$ cat src/hw/prescaler_defines.svh
`ifndef PRESCALER_DEFINES_SVH
`define PRESCALER_DEFINES_SVH

// ==========================================================================
// division ratios, as terminal counts (ratio - 1)
`define RATIO_LOW_SMALL_TC  8'h3f
`define RATIO_LOW_LARGE_TC  8'h40
`define RATIO_HIGH_SMALL_TC 8'h7f
`define RATIO_HIGH_LARGE_TC 8'h80

// ==========================================================================
// reset values
`define COUNT_RESET         8'h00
`define DIV_OUT_RESET       1'b0
`define SYNC_RESET          3'h0

`endif

$ cat src/hw/prescaler_pkg.sv
package prescaler_pkg;

    // ======================================================================
    // build variant: which downstream edge marks a division cycle
    typedef enum logic
    {
        edge_rising,
        edge_falling
    } edge_variant_t;

    // ======================================================================
    // divider state
    typedef struct packed
    {
        logic [7:0] count;      // position inside current cycle
        logic [7:0] term;       // terminal count latched at cycle start
        logic       div_out;    // divided output level
        logic       range_lat;  // range level used for current cycle
    } div_state_t;

    // ======================================================================
    // synchroniser state: three stages of one level
    typedef struct packed
    {
        logic [2:0] stage;      // stage[0] first, stage[2] last
        logic       level;      // accepted level
    } sync_state_t;

endpackage

$ cat src/hw/level_sync.sv
`include "prescaler_defines.svh"

// ==========================================================================
// three flip-flop synchroniser; change taken when stages two and three agree
module level_sync
    import prescaler_pkg::*;
(
    // clock and reset
    input  wire logic core_clk,
    input  wire logic rst_n,
    // level in and out
    input  wire logic async_in,
    output logic      sync_out
);

    sync_state_t state;       // registered state
    sync_state_t next_state;  // next value

    // shift chain and agreement check
    always_comb
    begin
        next_state = state;
        next_state.stage = {state.stage[1:0], async_in};
        // first stage is read only by the second stage
        if (state.stage[1] == state.stage[2])
        begin
            next_state.level = state.stage[2];
        end
    end

    // state register
    always_ff @(posedge core_clk or negedge rst_n)
    begin
        if (!rst_n)
        begin
            state <= '{stage: `SYNC_RESET, level: 1'b0};
        end
        else
        begin
            state <= next_state;
        end
    end

    assign sync_out = state.level;

endmodule

$ cat src/hw/two_modulus_prescaler.sv
`include "prescaler_defines.svh"

// Contract
// - range select high 64/65, low 128/129
// - modulus select high small, low large
// - rising variant: one rising edge per cycle
// - falling variant: one falling edge per cycle
module two_modulus_prescaler
    import prescaler_pkg::*;
#(
    parameter edge_variant_t VARIANT = edge_rising
)
(
    // clock and reset
    input  wire logic core_clk,
    input  wire logic arst_n,
    // control pins
    input  wire logic ratio_range_select,
    input  wire logic modulus_select,
    // divided output
    output logic      div_out
);

    // ======================================================================
    // reset release
    logic [1:0] rst_pipe;     // release synchroniser
    logic       rst_n;        // internal reset

    always_ff @(posedge core_clk or negedge arst_n)
    begin
        if (!arst_n)
        begin
            rst_pipe <= 2'h0;
        end
        else
        begin
            rst_pipe <= {rst_pipe[0], 1'b1};
        end
    end

    assign rst_n = rst_pipe[1];

    // ======================================================================
    // pin synchronisers
    logic range_s;            // synchronised range select
    logic mod_s;              // synchronised modulus select

    level_sync u_range_sync
    (
        .core_clk (core_clk),
        .rst_n    (rst_n),
        .async_in (ratio_range_select),
        .sync_out (range_s)
    );

    level_sync u_mod_sync
    (
        .core_clk (core_clk),
        .rst_n    (rst_n),
        .async_in (modulus_select),
        .sync_out (mod_s)
    );

    // ======================================================================
    // terminal count selection
    logic [7:0] sel_term;     // terminal count for a new cycle

    // pick ratio from range and modulus levels
    always_comb
    begin
        unique case ({range_s, mod_s})
            2'b11:   sel_term = `RATIO_LOW_SMALL_TC;
            2'b10:   sel_term = `RATIO_LOW_LARGE_TC;
            2'b01:   sel_term = `RATIO_HIGH_SMALL_TC;
            2'b00:   sel_term = `RATIO_HIGH_LARGE_TC;
        endcase
    end

    // ======================================================================
    // divider
    div_state_t state;        // registered state
    div_state_t next_state;   // next value
    logic       cycle_end;    // last input cycle of a division cycle
    logic       half_point;   // output change inside the cycle

    assign cycle_end  = (state.count == state.term);
    assign half_point = (state.count == {1'b0, state.term[7:1]});

    // count, reload and output shaping
    always_comb
    begin
        next_state = state;
        if (cycle_end)
        begin
            // new cycle: sample ratio only here
            next_state.count     = `COUNT_RESET;
            next_state.term      = sel_term;
            next_state.range_lat = range_s;
        end
        else
        begin
            next_state.count = state.count + 8'h01;
        end
        // one active edge per division cycle, at cycle start
        if (VARIANT == edge_rising)
        begin
            // rises at start, falls at half point
            if (cycle_end)
            begin
                next_state.div_out = 1'b1;
            end
            else if (half_point)
            begin
                next_state.div_out = 1'b0;
            end
        end
        else
        begin
            // falls at start, rises at half point
            if (cycle_end)
            begin
                next_state.div_out = 1'b0;
            end
            else if (half_point)
            begin
                next_state.div_out = 1'b1;
            end
        end
    end

    // state register
    always_ff @(posedge core_clk or negedge rst_n)
    begin
        if (!rst_n)
        begin
            state <= '{count: `COUNT_RESET, term: `RATIO_HIGH_LARGE_TC,
                       div_out: `DIV_OUT_RESET, range_lat: 1'b0};
        end
        else
        begin
            state <= next_state;
        end
    end

    assign div_out = state.div_out;

    // ======================================================================
    // checks
    logic [7:0] gap;          // cycles since last active edge
    logic       act_edge;     // active edge on output
    logic       prev_out;     // output one cycle ago

    // edge spacing counter
    always_ff @(posedge core_clk or negedge rst_n)
    begin
        if (!rst_n)
        begin
            prev_out <= `DIV_OUT_RESET;
            gap      <= `COUNT_RESET;
        end
        else
        begin
            prev_out <= state.div_out;
            gap      <= act_edge ? 8'h01 : gap + 8'h01;
        end
    end

    assign act_edge = (VARIANT == edge_rising) ? (state.div_out && !prev_out)
                                               : (!state.div_out && prev_out);
endmodule

$ cat config.mk
export PLATFORM = sky130hd
export DESIGN_NAME = two_modulus_prescaler
export DESIGN_NICKNAME = d
export VERILOG_FILES = /design/src/hw/prescaler_pkg.sv /design/src/hw/level_sync.sv /design/src/hw/two_modulus_prescaler.sv
export VERILOG_INCLUDE_DIRS = /design/src /design/src/hw
export SDC_FILE = /design/constraint.sdc
export NUM_CORES = 1
export LEC_CHECK = 0
export BUFFER_PORTS_ARGS = -buffer_cell sky130_fd_sc_hd__buf_4
export CAP_MARGIN = 20
export CORE_UTILIZATION = 56
export DETAILED_ROUTE_END_ITERATION = 7
export PLACE_DENSITY = 0.74
export SLEW_MARGIN = 20
export SYNTH_ARGS = -nofsm -noshare
export SYNTH_HDL_FRONTEND = slang
export SYNTH_SLANG_ARGS = --single-unit
$ cat constraint.sdc
create_clock -name core_clk -period 1.1 [get_ports core_clk]
set_clock_uncertainty 0.2 [all_clocks]
set_input_delay 0.22 -clock core_clk [delete_from_list [all_inputs] [get_ports core_clk]]
set_output_delay 0.22 -clock core_clk [all_outputs]
set_load 0.01 [all_outputs]
==> metrics.md <==
| Metric | Value |
|---|---|
| H-tree depth | 1 |
| Via count | between 500 and 600 |
| CTS Hold Bufs | 3 |
| Synth warnings | 0 |
| VDD IR max | approximately 0.0012 V |
| Crit start category | flip-flop |
| Post-Synthesis Cells | 70 |
| FMAX | between 0.5 and 0.6 GHz |
| Routability cong. | slightly below 0.8 |
| Synth Area per Inst | roughly 13 um^2 |
| PnR worst setup slack | -0.857 ns |
| DRC viols | 0 |
| Worst-path clk slew | ~0.12 ns |
| Max Fanout on Critical Path | 4 |
| Core area | ~1500 um^2 |
| Final period utilization | 178% |
| Total negative slack | -8.45 ns |
| Max-cap violations | 0 |
| RSZ-0062 raised after global routing | true |
| Largest net degree at the start of global routing | 18 |
| Cell area after layout | roughly 1300 um^2 |
| Min Hold Slack | -0.107 ns |
| Die Area | around 1800 um^2 |
| Critical path required time | 1.12 ns |
| Synthesized area | 903 um^2 |
| Area contributors post-synth | dfrtp_1 (58%), xnor2_1 (6.8%), ha_1 (5.5%), xor2_1 (3.9%), mux2_4 (3.3%) |
| Final Hold Viols | 3 |
| Final #Nets | about 110 |
| Share of layout cells above drive strength 1 | 42.2% |
| Area grow syn2layout | 42.1% |
| Crit path DAT | 1.98 ns |
| Sequential share of the synthesized area | just over 60% |
| Initial Util | 60.0% |
| Fin crit period | between 1.5 and 2 ns |
| Routed Wire Length | 1870 um |
| GRT Total Usage | 23.7% |
| Number of synthesized flops with an enable pin | 0 |
| #FFs+latches synth | 22 |
| Post-route ant nets | 0 |
| Most frequent cell after synthesis | dfrtp_1 |
| CTS tree | yes |
| Die H | between 40 and 50 um |
| CP Cell Sequence | or4_4, nor3_4, o2111a_2, buf_4, mux2i_1 |
| Root buffer cell | clkbuf_4 |
| Synth top area share | 58.2% |
| Grt ovf | 0 |
| DP HPWL | between 1000 and 1500 um |
| Top cells by count, synth | dfrtp_1 (21), nor2_1 (8), xnor2_1 (7) |
| Routed wire per std cell | 15.8 um |
| Number of global-route vias before repair | between 600 and 700 |
| Iteration-0 DRC Markers | 2 |
| Footprint of the multi-input gates | between 300 and 400 um^2 |
| Ys flop type | dfrtp_1 |
| Crit. End Element | flip-flop |
| Crit path max-delay cell type | or4_4 |
| Max Slew Vio Count | 0 |
| HP Class | reg2async |
| # rows | 14 |
| IO buf count | 4 |
| Via/cell ratio | between 5 and 6 |
| Outcome | finished with violations |
| Clock tree buffer depth | 2 |
| Worst Setup Path Type | reg2reg |
| Slowest stage delay, CP | around 0.53 ns |
| Clock sink total | 22 |
| Endpoints failing setup | 15 |
| Sequential cell area | roughly 550 um^2 |
| Diode count | 0 |
| Yosys cell types | 22 |
| Power Density | roughly 1200 nW/um^2 |
| Setup WS pre-CTS | -0.864 ns |
| Failing checks | hold timing, setup timing |
| Fin util | 85.2% |
| TritonCTS buffer count | 3 |
| Fill cell count | 82 |
| Syn_nets | between 70 and 80 |
| I/O pin count | 5 |
| Delay-heaviest family, CP | simple AND/OR/NAND/NOR gates |
| Die Span X | between 40 and 50 um |
| Dominant cell type by area after synthesis | dfrtp_1 |
| Area post-placement | ~1100 um^2 |
| Later-pin clock latency in the skew report | around 0.3 ns |
| Buffers & Inverters on Critical Path | 1 |
| Ys async rst share | 100% |
| Pleak | roughly 0.61 nW |
| First-pass GRT wire length | ~3000 um |
| Initial DRT Pass Iterations | 4 |
| Initial antenna violation count | 0 |
==> logic make-up (layout without fill, tap and decap cells) <==
family | count (synthesis) | after routing | synth area share [%]
other | 1 | 1 | 0.415
DFF | 22 | 22 | 61.1
buffers and inverters | 5 | 37 | 2.91
AOI/OAI and AO/OA | 3 | 3 | 2.63
adders and majority gates | 6 | 6 | 7.76
muxes | 3 | 3 | 4.43
xor gates and xnor gates | 11 | 11 | 10.7
and+or+nand+nor | 19 | 19 | 10.1
==> flip-flops by register name (all words and copies together) (netlist names) <==
| signal | count |
|---|---|
| u_range_sync.sync_out | 1 |
| u_range_sync.next_state | 2 |
| u_mod_sync.state | 1 |
| state | 11 |
| u_mod_sync.next_state | 2 |
| u_range_sync.state | 1 |
| rst_pipe | 2 |
| div_out | 1 |
| u_mod_sync.sync_out | 1 |
==> per-stage QoR <==
| step | power [mW] | std cells |
|---|---|---|
| final | 1.53 | 118 |
| after floorplan | 0.886 | 70 |
| after detailed placement | 0.935 | 109 |
| after global routing | 1.59 | 118 |
| after global placement | 0.929 | 109 |
| after CTS | 1.55 | 117 |
==> routing by layer <==
metal | vias up | part of all wire (%) | GRT usage (%)
li1 | 291 | - | -
met1 | 297 | 43 | 29.5
met2 | 5 | 55 | 40.3
met3 | 2 | 1.6 | 4.31
met4 | 0 | 1.0 | 10.0
met5 | - | 0 | 0
==> timing repair <==
item	in CTS	in global routing
endpoints found under the hold margin	7	3
endpoints found under the setup margin	15	15
pin swaps	3	0
resized for setup	15	3
buffers inserted	1	1
==> cells in the final DEF (no fill, tap or decap), drive strengths merged, types with 2 or more instances in the layout <==
master        n
nor3          4
nand2         2
maj3          2
clkbuf        3
buf          27
ha            4
inv           3
mux2          2
dlygate4sd3   3
nand3         3
dfrtp        21
xnor2         7
nor2          8
xor2          4
==> worst register-to-register path, stage by stage (launching register included) <==
cell      delay, ns
dfrtp_1        0.42
or4_4          0.53
nor3_4         0.13
o2111a_2       0.27
buf_4          0.13
mux2i_1        0.20
==> final timing paths <==
check                                                 from                    endpoint  slack [ns]  cells past startpoint
worst max register to register                   state[13]                    state[7]       -0.86                      5
max in group asynchronous                      rst_pipe[1]                    state[9]        0.38                      1
worst max-delay path                             state[13]                    state[7]       -0.86                      5
worst min-delay path                           rst_pipe[1]    u_mod_sync.next_state[2]       -0.11                      0
min in group core_clk           u_range_sync.next_state[2]  u_range_sync.next_state[3]        0.16                      0
worst min register to register                 rst_pipe[1]    u_mod_sync.next_state[2]       -0.11                      0
==> area by class of cell <==
cell class | instances | share of cell area (%)
Clock buffer | 3 | 1.75
Clock inverter | 1 | 2.34
Inverter | 3 | 0.877
Multi-Input combinational cell | 43 | 29.6
Sequential cell | 22 | 43.0
Tap cell | 16 | 1.56
Timing Repair Buffer | 30 | 20.9
==> where the power goes <==
group          internal (mW)  switching, mW  total (mW)
Combinational         0.0530         0.0370      0.0901
Clock                  0.368          0.232       0.600
Sequential             0.831         0.0138       0.845
Note: power is estimated with default switching activity, not from simulation.
